$ cat src/adcw_regs.vh
// register map, field positions, reset values and timing counts for the
// converter control block; definitions only
`ifndef ADCW_REGS_VH
`define ADCW_REGS_VH

// special-function register addresses
`define ADCW_ADDR_RESULT_LOW 8'hbe
`define ADCW_ADDR_RESULT_HIGH 8'hbf
`define ADCW_ADDR_CONFIG 8'hbc
`define ADCW_ADDR_GT_LOW 8'hc4
`define ADCW_ADDR_GT_HIGH 8'hc5
`define ADCW_ADDR_LT_LOW 8'hc6
`define ADCW_ADDR_LT_HIGH 8'hc7
`define ADCW_ADDR_CONTROL 8'he8

// control register fields
`define ADCW_CTL_ENABLE 7
`define ADCW_CTL_TRACK_MODE 6
`define ADCW_CTL_DONE 5
`define ADCW_CTL_BUSY 4
`define ADCW_CTL_MODE_HI 3
`define ADCW_CTL_MODE_LO 2
`define ADCW_CTL_WINDOW 1
`define ADCW_CTL_LEFT 0

// config register fields
`define ADCW_CFG_DIV_HI 7
`define ADCW_CFG_DIV_LO 5

// start-mode encodings
`define ADCW_START_SOFT 2'b00
`define ADCW_START_TIMER3 2'b01
`define ADCW_START_PIN 2'b10
`define ADCW_START_TIMER2 2'b11

// reset values
`define ADCW_RST_CONTROL 8'h00
`define ADCW_RST_CONFIG 8'h60
`define ADCW_RST_DIV 3'b011
`define ADCW_RST_RESULT 8'h00
`define ADCW_RST_GT_LOW 8'hff
`define ADCW_RST_GT_HIGH 8'hff
`define ADCW_RST_LT_LOW 8'h00
`define ADCW_RST_LT_HIGH 8'h00

// timing in converter clock periods
`define ADCW_CONV_CLOCKS 5'd16
`define ADCW_TRACK_CLOCKS 5'd3

`endif

$ cat src/adcw_control.v
// converter control: enable, track modes, start sources, busy/done flags,
// result justification and window detector behind an 8-bit SFR port.
// assumes timer overflows are one-cycle pulses on clock; the convert-start
// pin and analog result are asynchronous to clock only where noted.
//
// How it works
// - enable bit 0 holds converter in shutdown
// - track mode 0: track except while converting
// - track mode 1: start-mode field governs tracking
// - done flag set at finish, software clears
// - done flag drives interrupt request
// - conversion lasts 16 converter clocks
// - window detector checks every result
// - window flag pollable, interrupting, software cleared
// - limit order chooses inside or outside
// - greater-than word high:low, both reset ones
// - less-than word high:low, both reset zero
// - start field picks software, timers or pin
// - busy during conversion, its fall sets done unless a disable aborted it
// - low power tracking 3 clocks or pin low
// - justify bit places result left or right
`timescale 1ns/10ps
`include "adcw_regs.vh"

module adcw_control #(
  parameter RESULT_WIDTH = 10
) (
  // system
  input wire clock,
  input wire resetn,
  // special-function register port
  input wire [7:0] sfr_addr,
  input wire sfr_write,
  input wire [7:0] sfr_wdata,
  output reg [7:0] sfr_rdata,
  // start sources
  input wire timer2_overflow,
  input wire timer3_overflow,
  input wire external_convert_start,
  // analog core
  input wire [RESULT_WIDTH-1:0] sample_code,
  input wire differential,
  output wire converter_power,
  output wire track_active,
  output wire sar_tick,
  // interrupt requests (levels)
  output wire done_request,
  output wire window_request
);

  localparam ST_IDLE = 2'd0;
  localparam ST_TRACK = 2'd1;
  localparam ST_CONV = 2'd2;

  reg converter_enable;
  reg track_mode_select;
  reg conversion_done_flag;
  reg [1:0] start_mode_field;
  reg window_compare_flag;
  reg left_justify_select;
  reg [2:0] sar_clock_divider;
  reg [2:0] amplifier_gain_field;
  reg [7:0] greater_than_limit_high;
  reg [7:0] greater_than_limit_low;
  reg [7:0] less_than_limit_high;
  reg [7:0] less_than_limit_low;
  reg [7:0] result_high_byte;
  reg [7:0] result_low_byte;
  reg [1:0] state;
  reg [3:0] div_count;
  reg [4:0] tick_count;
  reg pin_meta;
  reg pin_sync;
  reg pin_last;

  wire conversion_busy = (state != ST_IDLE);
  wire ctl_write = sfr_write && (sfr_addr == `ADCW_ADDR_CONTROL);

  // converter clock period in system clocks, minus one
  reg [3:0] div_limit;
  always @* begin
    case (sar_clock_divider)
      3'd0: div_limit = 4'd0;
      3'd1: div_limit = 4'd1;
      3'd2: div_limit = 4'd3;
      3'd3: div_limit = 4'd7;
      default: div_limit = 4'd15;
    endcase
  end
  assign sar_tick = converter_enable && (div_count == div_limit);

  always @(posedge clock or negedge resetn) begin
    if (!resetn) begin
      div_count <= 4'd0;
    end else if (!converter_enable || sar_tick) begin
      div_count <= 4'd0;
    end else begin
      div_count <= div_count + 4'd1;
    end
  end

  // pin is asynchronous: two flops before any logic reads it
  always @(posedge clock or negedge resetn) begin
    if (!resetn) begin
      pin_meta <= 1'b0;
      pin_sync <= 1'b0;
      pin_last <= 1'b0;
    end else begin
      pin_meta <= external_convert_start;
      pin_sync <= pin_meta;
      pin_last <= pin_sync;
    end
  end

  // a software start may enable the converter in the same write, so it
  // decodes the written bits rather than the stored ones
  wire soft_start = ctl_write && sfr_wdata[`ADCW_CTL_ENABLE] &&
    sfr_wdata[`ADCW_CTL_BUSY] &&
    (sfr_wdata[`ADCW_CTL_MODE_HI:`ADCW_CTL_MODE_LO] == `ADCW_START_SOFT);
  reg hw_start;
  always @* begin
    case (start_mode_field)
      `ADCW_START_TIMER3: hw_start = timer3_overflow;
      `ADCW_START_PIN: hw_start = pin_sync && !pin_last;
      `ADCW_START_TIMER2: hw_start = timer2_overflow;
      default: hw_start = 1'b0;
    endcase
  end
  // any control write masks a same-cycle timer or pin start
  wire start_event = soft_start || (!ctl_write && hw_start);

  // pin mode tracks while the pin is low, so no timed track phase there
  wire timed_track = track_mode_select &&
                     (start_mode_field != `ADCW_START_PIN);

  // result formatting and window compare
  wire [15:0] right_word = {{(16-RESULT_WIDTH){differential &
                            sample_code[RESULT_WIDTH-1]}}, sample_code};
  wire [15:0] left_word = {sample_code, {(16-RESULT_WIDTH){1'b0}}};
  wire [15:0] new_word = left_justify_select ? left_word
                                             : right_word;
  wire [15:0] gt_word = {greater_than_limit_high,
                         greater_than_limit_low};
  wire [15:0] lt_word = {less_than_limit_high, less_than_limit_low};
  wire signed [16:0] r_s = {differential & new_word[15], new_word};
  wire signed [16:0] g_s = {differential & gt_word[15], gt_word};
  wire signed [16:0] l_s = {differential & lt_word[15], lt_word};
  wire above = r_s > g_s;
  wire below = r_s < l_s;
  wire in_band_mode = g_s < l_s;
  wire window_hit = in_band_mode ? (above && below)
                                 : (above || below);

  wire conv_end = (state == ST_CONV) && sar_tick &&
                  (tick_count == `ADCW_CONV_CLOCKS - 5'd1);

  // conversion sequencer
  always @(posedge clock or negedge resetn) begin
    if (!resetn) begin
      state <= ST_IDLE;
      tick_count <= 5'd0;
    end else if (!converter_enable && !soft_start) begin
      state <= ST_IDLE;
      tick_count <= 5'd0;
    end else begin
      case (state)
        ST_IDLE: begin
          tick_count <= 5'd0;
          if (start_event) begin
            if (soft_start ? sfr_wdata[`ADCW_CTL_TRACK_MODE] : timed_track)
              state <= ST_TRACK;
            else
              state <= ST_CONV;
          end
        end
        ST_TRACK: begin
          if (sar_tick) begin
            if (tick_count == `ADCW_TRACK_CLOCKS - 5'd1) begin
              state <= ST_CONV;
              tick_count <= 5'd0;
            end else begin
              tick_count <= tick_count + 5'd1;
            end
          end
        end
        ST_CONV: begin
          if (conv_end) begin
            state <= ST_IDLE;
            tick_count <= 5'd0;
          end else if (sar_tick) begin
            tick_count <= tick_count + 5'd1;
          end
        end
        default: begin
          state <= ST_IDLE;
          tick_count <= 5'd0;
        end
      endcase
    end
  end

  // register writes; hardware set wins over a software clear
  always @(posedge clock or negedge resetn) begin
    if (!resetn) begin
      converter_enable <= 1'b0;
      track_mode_select <= 1'b0;
      conversion_done_flag <= 1'b0;
      start_mode_field <= 2'b00;
      window_compare_flag <= 1'b0;
      left_justify_select <= 1'b0;
      sar_clock_divider <= `ADCW_RST_DIV;
      amplifier_gain_field <= 3'b000;
      greater_than_limit_high <= `ADCW_RST_GT_HIGH;
      greater_than_limit_low <= `ADCW_RST_GT_LOW;
      less_than_limit_high <= `ADCW_RST_LT_HIGH;
      less_than_limit_low <= `ADCW_RST_LT_LOW;
      result_high_byte <= `ADCW_RST_RESULT;
      result_low_byte <= `ADCW_RST_RESULT;
    end else begin
      if (ctl_write) begin
        converter_enable <= sfr_wdata[`ADCW_CTL_ENABLE];
        track_mode_select <= sfr_wdata[`ADCW_CTL_TRACK_MODE];
        start_mode_field <= sfr_wdata[`ADCW_CTL_MODE_HI:`ADCW_CTL_MODE_LO];
        left_justify_select <= sfr_wdata[`ADCW_CTL_LEFT];
      end
      conversion_done_flag <= conv_end ||
        (ctl_write ? sfr_wdata[`ADCW_CTL_DONE]
                   : conversion_done_flag);
      window_compare_flag <= (conv_end && window_hit) ||
        (ctl_write ? sfr_wdata[`ADCW_CTL_WINDOW]
                   : window_compare_flag);
      if (sfr_write && sfr_addr == `ADCW_ADDR_CONFIG) begin
        sar_clock_divider <= sfr_wdata[`ADCW_CFG_DIV_HI:`ADCW_CFG_DIV_LO];
        amplifier_gain_field <= sfr_wdata[2:0];
      end
      if (sfr_write && sfr_addr == `ADCW_ADDR_GT_HIGH)
        greater_than_limit_high <= sfr_wdata;
      if (sfr_write && sfr_addr == `ADCW_ADDR_GT_LOW)
        greater_than_limit_low <= sfr_wdata;
      if (sfr_write && sfr_addr == `ADCW_ADDR_LT_HIGH)
        less_than_limit_high <= sfr_wdata;
      if (sfr_write && sfr_addr == `ADCW_ADDR_LT_LOW)
        less_than_limit_low <= sfr_wdata;
      // a finishing conversion overrides a same-cycle software write
      if (conv_end) begin
        result_high_byte <= new_word[15:8];
        result_low_byte <= new_word[7:0];
      end else begin
        if (sfr_write && sfr_addr == `ADCW_ADDR_RESULT_HIGH)
          result_high_byte <= sfr_wdata;
        if (sfr_write && sfr_addr == `ADCW_ADDR_RESULT_LOW)
          result_low_byte <= sfr_wdata;
      end
    end
  end

  // read data registered: valid the cycle after the address
  reg [7:0] next_rdata;
  always @* begin
    case (sfr_addr)
      `ADCW_ADDR_CONTROL:
        next_rdata = {converter_enable, track_mode_select,
                      conversion_done_flag, conversion_busy,
                      start_mode_field, window_compare_flag,
                      left_justify_select};
      `ADCW_ADDR_CONFIG:
        next_rdata = {sar_clock_divider, 2'b00, amplifier_gain_field};
      `ADCW_ADDR_RESULT_HIGH: next_rdata = result_high_byte;
      `ADCW_ADDR_RESULT_LOW: next_rdata = result_low_byte;
      `ADCW_ADDR_GT_HIGH: next_rdata = greater_than_limit_high;
      `ADCW_ADDR_GT_LOW: next_rdata = greater_than_limit_low;
      `ADCW_ADDR_LT_HIGH: next_rdata = less_than_limit_high;
      `ADCW_ADDR_LT_LOW: next_rdata = less_than_limit_low;
      default: next_rdata = 8'h00;
    endcase
  end

  always @(posedge clock or negedge resetn) begin
    if (!resetn)
      sfr_rdata <= 8'h00;
    else
      sfr_rdata <= next_rdata;
  end

  assign converter_power = converter_enable;
  assign track_active = converter_enable && (state != ST_CONV) &&
    (!track_mode_select ? 1'b1 :
     (start_mode_field == `ADCW_START_PIN) ? !pin_sync :
     (state == ST_TRACK));
  assign done_request = conversion_done_flag;
  assign window_request = window_compare_flag;

endmodule

$ cat config.mk
export PLATFORM = sky130hd
export DESIGN_NAME = adcw_control
export DESIGN_NICKNAME = d
export VERILOG_FILES = /design/src/adcw_control.v
export VERILOG_INCLUDE_DIRS = /design/src /design/src/src
export SDC_FILE = /design/constraint.sdc
export NUM_CORES = 1
export LEC_CHECK = 0
export BUFFER_PORTS_ARGS = -buffer_cell sky130_fd_sc_hd__buf_2
export CAP_MARGIN = 10
export CORE_MARGIN = 4
export CORE_UTILIZATION = 25
export CTS_BUF_LIST = sky130_fd_sc_hd__clkbuf_8
export CTS_CLUSTER_DIAMETER = 120
export CTS_CLUSTER_SIZE = 25
export DETAILED_ROUTE_END_ITERATION = 12
export GPL_TIMING_DRIVEN = 0
export PLACE_DENSITY_LB_ADDON = 0.12
export SYNTH_ARGS = -nofsm -noshare
export SYNTH_HDL_FRONTEND = slang
export SYNTH_SLANG_ARGS = --single-unit
export TNS_END_PERCENT = 50
$ cat constraint.sdc
create_clock -name clock -period 2.5 [get_ports clock]
set_clock_uncertainty 0.15 [all_clocks]
set_input_delay 0.125 -clock clock [delete_from_list [all_inputs] [get_ports clock]]
set_output_delay 0.125 -clock clock [all_outputs]
set_load 0.02 [all_outputs]
==> results.json <==
{
  "io_buffers": 40,
  "layout_min_cycle_time_ps": 2770,
  "p_per_area_nw_per_um2": 469,
  "p_int_mw": 2.12,
  "place_hpwl_um": 14100,
  "first_pass_iters": 6,
  "layout-drive-gt1-share_pct": 26.6,
  "synthXorXnorAreaFrac_pct": 0.799,
  "routed.top_layer": "met4",
  "hold_path_end": "result_low_byte[5]$_DFFE_PN0P_",
  "rrSetupSlack_ps": -270,
  "whs_path_depth": 4,
  "drt_iter0_drc": 297,
  "wl_met1_um": 9110,
  "rsz0062_at_grt": "true",
  "layout.cells.most_common": "dfrtp_1",
  "total_power_mw": 3.09,
  "r2r-start": "left_justify_select$_DFFE_PN0P_",
  "routed_wl_um": 18600,
  "hp-start": "sample_code[5]",
  "drv_slew": 0,
  "ys_types": 64,
  "power_leakage_nw": 3.04,
  "initial_core_util_pct": 25.8,
  "wl_per_cell_um": 20.4,
  "arrival_ps": 2940,
  "synthFlopType": "dfrtp_1",
  "core.rowCount": 53,
  "tightest_slew_ps": 1070,
  "synth_edf_count": 0,
  "synth_area_um2": 5480,
  "finalCritPeriodShare_pct": 111,
  "ioPinCount": 46,
  "crit_type": "reg -> reg",
  "multi_input_area_um2": 3270,
  "async_flop_share_pct": 100,
  "grt_pass1_wl_um": 28300,
  "failed_checks": "setup timing",
  "clkTransAtPathRegs_ps": 100,
  "synth_top_family_by_area": "compound AO/OA/AOI/OAI gates",
  "cp_data_required_time_ps": 2670,
  "regArea_um2": 2100,
  "track_usage_pct": 15.4,
  "wl_met3_um": 553,
  "slew_headroom_pct": 28.2,
  "clockBufferDepth": 2,
  "synthMuxAreaShare_pct": 14.9,
  "fp.dieH_um": 156,
  "place_ws_ps": -924,
  "synth.avg_cell_area_um2": 9.78,
  "clk_latency_ps": 390,
  "cts_sinks": 83,
  "grt_pass1_vias": 4615,
  "synth_fp_nets": 643,
  "synth_warnings": 0,
  "most-common-layout-cells": "dfrtp_1, nand2_1, mux2_2, ha_1, inv_1",
  "min_path_type": "in -> reg",
  "cts-buffers-inserted": 9,
  "syn_to_final_growth_pct": 20.1,
  "synth_compound_area_share_pct": 16.8,
  "synth_fa_ha_area_share_pct": 11.2,
  "antenna_left": 0,
  "cts_root_buffer": "clkbuf_8",
  "die_area_um2": 24400,
  "p_sw_uw": 970,
  "seqPwrFrac_pct": 47.9,
  "grt_max_degree": 47,
  "timing.rr.end": "window_request$_DFF_PN0_",
  "vias": 4567,
  "synthCells": 561,
  "synth-seq-area-share_pct": 38.3,
  "yosys.area_share.simple_pct": 13.4,
  "coreArea_um2": 21300,
  "die_width_um": 156,
  "worstRegToRegCells": 10,
  "htreeDepth": 3,
  "antenna_found_initial": 0,
  "worstPathMaxFanout": 8,
  "fmax_mhz": 361,
  "setup_ws_ps": -273,
  "fill_cells": 2218,
  "final_hold_viol_count": 0,
  "drt-vias-per-instance": 5.00,
  "overflow": 0,
  "power_frac_comb_pct": 17.9,
  "finalNetCount": 715,
  "n_antenna_cell": 0,
  "cts_tree": "yes",
  "clock_power_share_pct": 34.2,
  "status": "complete, but fails checks",
  "cap_viol_max_count": 0,
  "finalSetupViolations": 1,
  "endpoint_kind": "register",
  "sw_frac_of_total_pct": 31.3,
  "synth_seq_cells": 83,
  "post-route-drc-count": 0,
  "cp-start-kind": "register",
  "gp_congestion": 0.859,
  "ir_drop_uv": 234,
  "met2_length_um": 8810
}
-- worst max-delay path, cell delays in order, from the launching register on --
cell	delay (ps)
dfrtp_1	400
buf_6	160
mux2_2	380
ha_1	290
and4_1	210
o21a_1	140
a31oi_2	170
a311oi_1	120
o41ai_1	390
o31ai_1	130
o21ai_1	140
-- cell families after synthesis --
family	after synthesis
buf+inv	67
simple gates	150
mux	73
xor+xnor	5
flops	83
compound gates	134
fa+ha+maj	49
-- registers in the layout, summed over array words and instances (netlist names), 4 cells and up --
register,flops
less_than_limit_high,8
result_low_byte,8
less_than_limit_low,8
greater_than_limit_high,8
greater_than_limit_low,8
sfr_rdata,8
div_count,4
tick_count,5
result_high_byte,8
-- worst max-delay path by stage --
stage                                          from                       end  cells past startpoint
global placement    left_justify_select$_DFFE_PN0P_  window_request$_DFF_PN0_                     11
global route        left_justify_select$_DFFE_PN0P_  window_request$_DFF_PN0_                     12
floorplan           left_justify_select$_DFFE_PN0P_  window_request$_DFF_PN0_                     10
CTS                 left_justify_select$_DFFE_PN0P_  window_request$_DFF_PN0_                     10
detailed placement  left_justify_select$_DFFE_PN0P_  window_request$_DFF_PN0_                     11
finish              left_justify_select$_DFFE_PN0P_  window_request$_DFF_PN0_                     10
-- routing by layer --
metal  GRT usage (%)  vias to the layer above
met1            21.3                     2297
met2            25.1                       72
met4            2.69                        0
li1                -                     2191
met3            3.16                        7
met5               0                        -
-- through the flow --
| step | util (%) | hold WS, ps | instances | instance area, um^2 | setup TNS (ps) |
|---|---|---|---|---|---|
| floorplan | - | -321 | 561 | 5480 | 0 |
| global placement | 28.3 | 84.8 | 876 | 6030 | -8390 |
| detailed placement | 28.5 | -7.95 | 877 | 6060 | -8370 |
| CTS | 30.3 | 6.07 | 905 | 6440 | -300 |
| global route | 31.0 | 21.7 | 913 | 6590 | -348 |
| finish | 31.0 | 16.4 | 913 | 6590 | -273 |
-- Yosys cell counts, types with 6 or more instances --
cell	number	area (um^2)
a31oi_1	6	37.5
nor2b_1	8	50.1
mux2i_1	22	220
nand2b_1	6	37.5
mux2_2	47	529
inv_1	45	169
dfrtp_1	65	1630
o21ai_0	19	95.1
nor2_1	32	120
a21o_1	13	97.6
a22oi_1	9	67.6
dfstp_2	18	473
nand3_1	18	90.1
o21ai_1	7	35.0
ha_1	49	613
and3_1	6	37.5
a21oi_1	36	180
nand2_1	50	188
clkbuf_1	14	52.6
nand4_1	10	62.6
-- area by class of cell --
class	instances	share of cell area, %
well taps	275	5.22
inverters	46	2.68
repair buffers	61	6.04
multi-input cells	411	49.6
plain buffers	21	1.44
clock buffers	9	1.88
flip-flops and latches	83	31.9
clock inverters	7	1.23
-- timing repair --
item                       in CTS  in global routing
hold endpoints to repair       63                  0
setup endpoints to repair      20                 21
resized for setup              15                 15
setup buffers                   5                  8
hold buffers                    7                  0
pin swaps                       3                 10
-- power by group through the flow --
| stage | Sequential [mW] | Combinational, mW | Clock [mW] |
|---|---|---|---|
| 2_1_floorplan | 1.48 | 0.310 | 0 |
| 6_report | 1.48 | 0.554 | 1.06 |
| 4_1_cts | 1.48 | 0.534 | 1.09 |
| 5_1_grt | 1.49 | 0.616 | 1.14 |
| 3_5_place_dp | 1.51 | 0.506 | 0 |
| 3_3_place_gp | 1.50 | 0.491 | 0 |
Power figures use the tool's default switching activity.
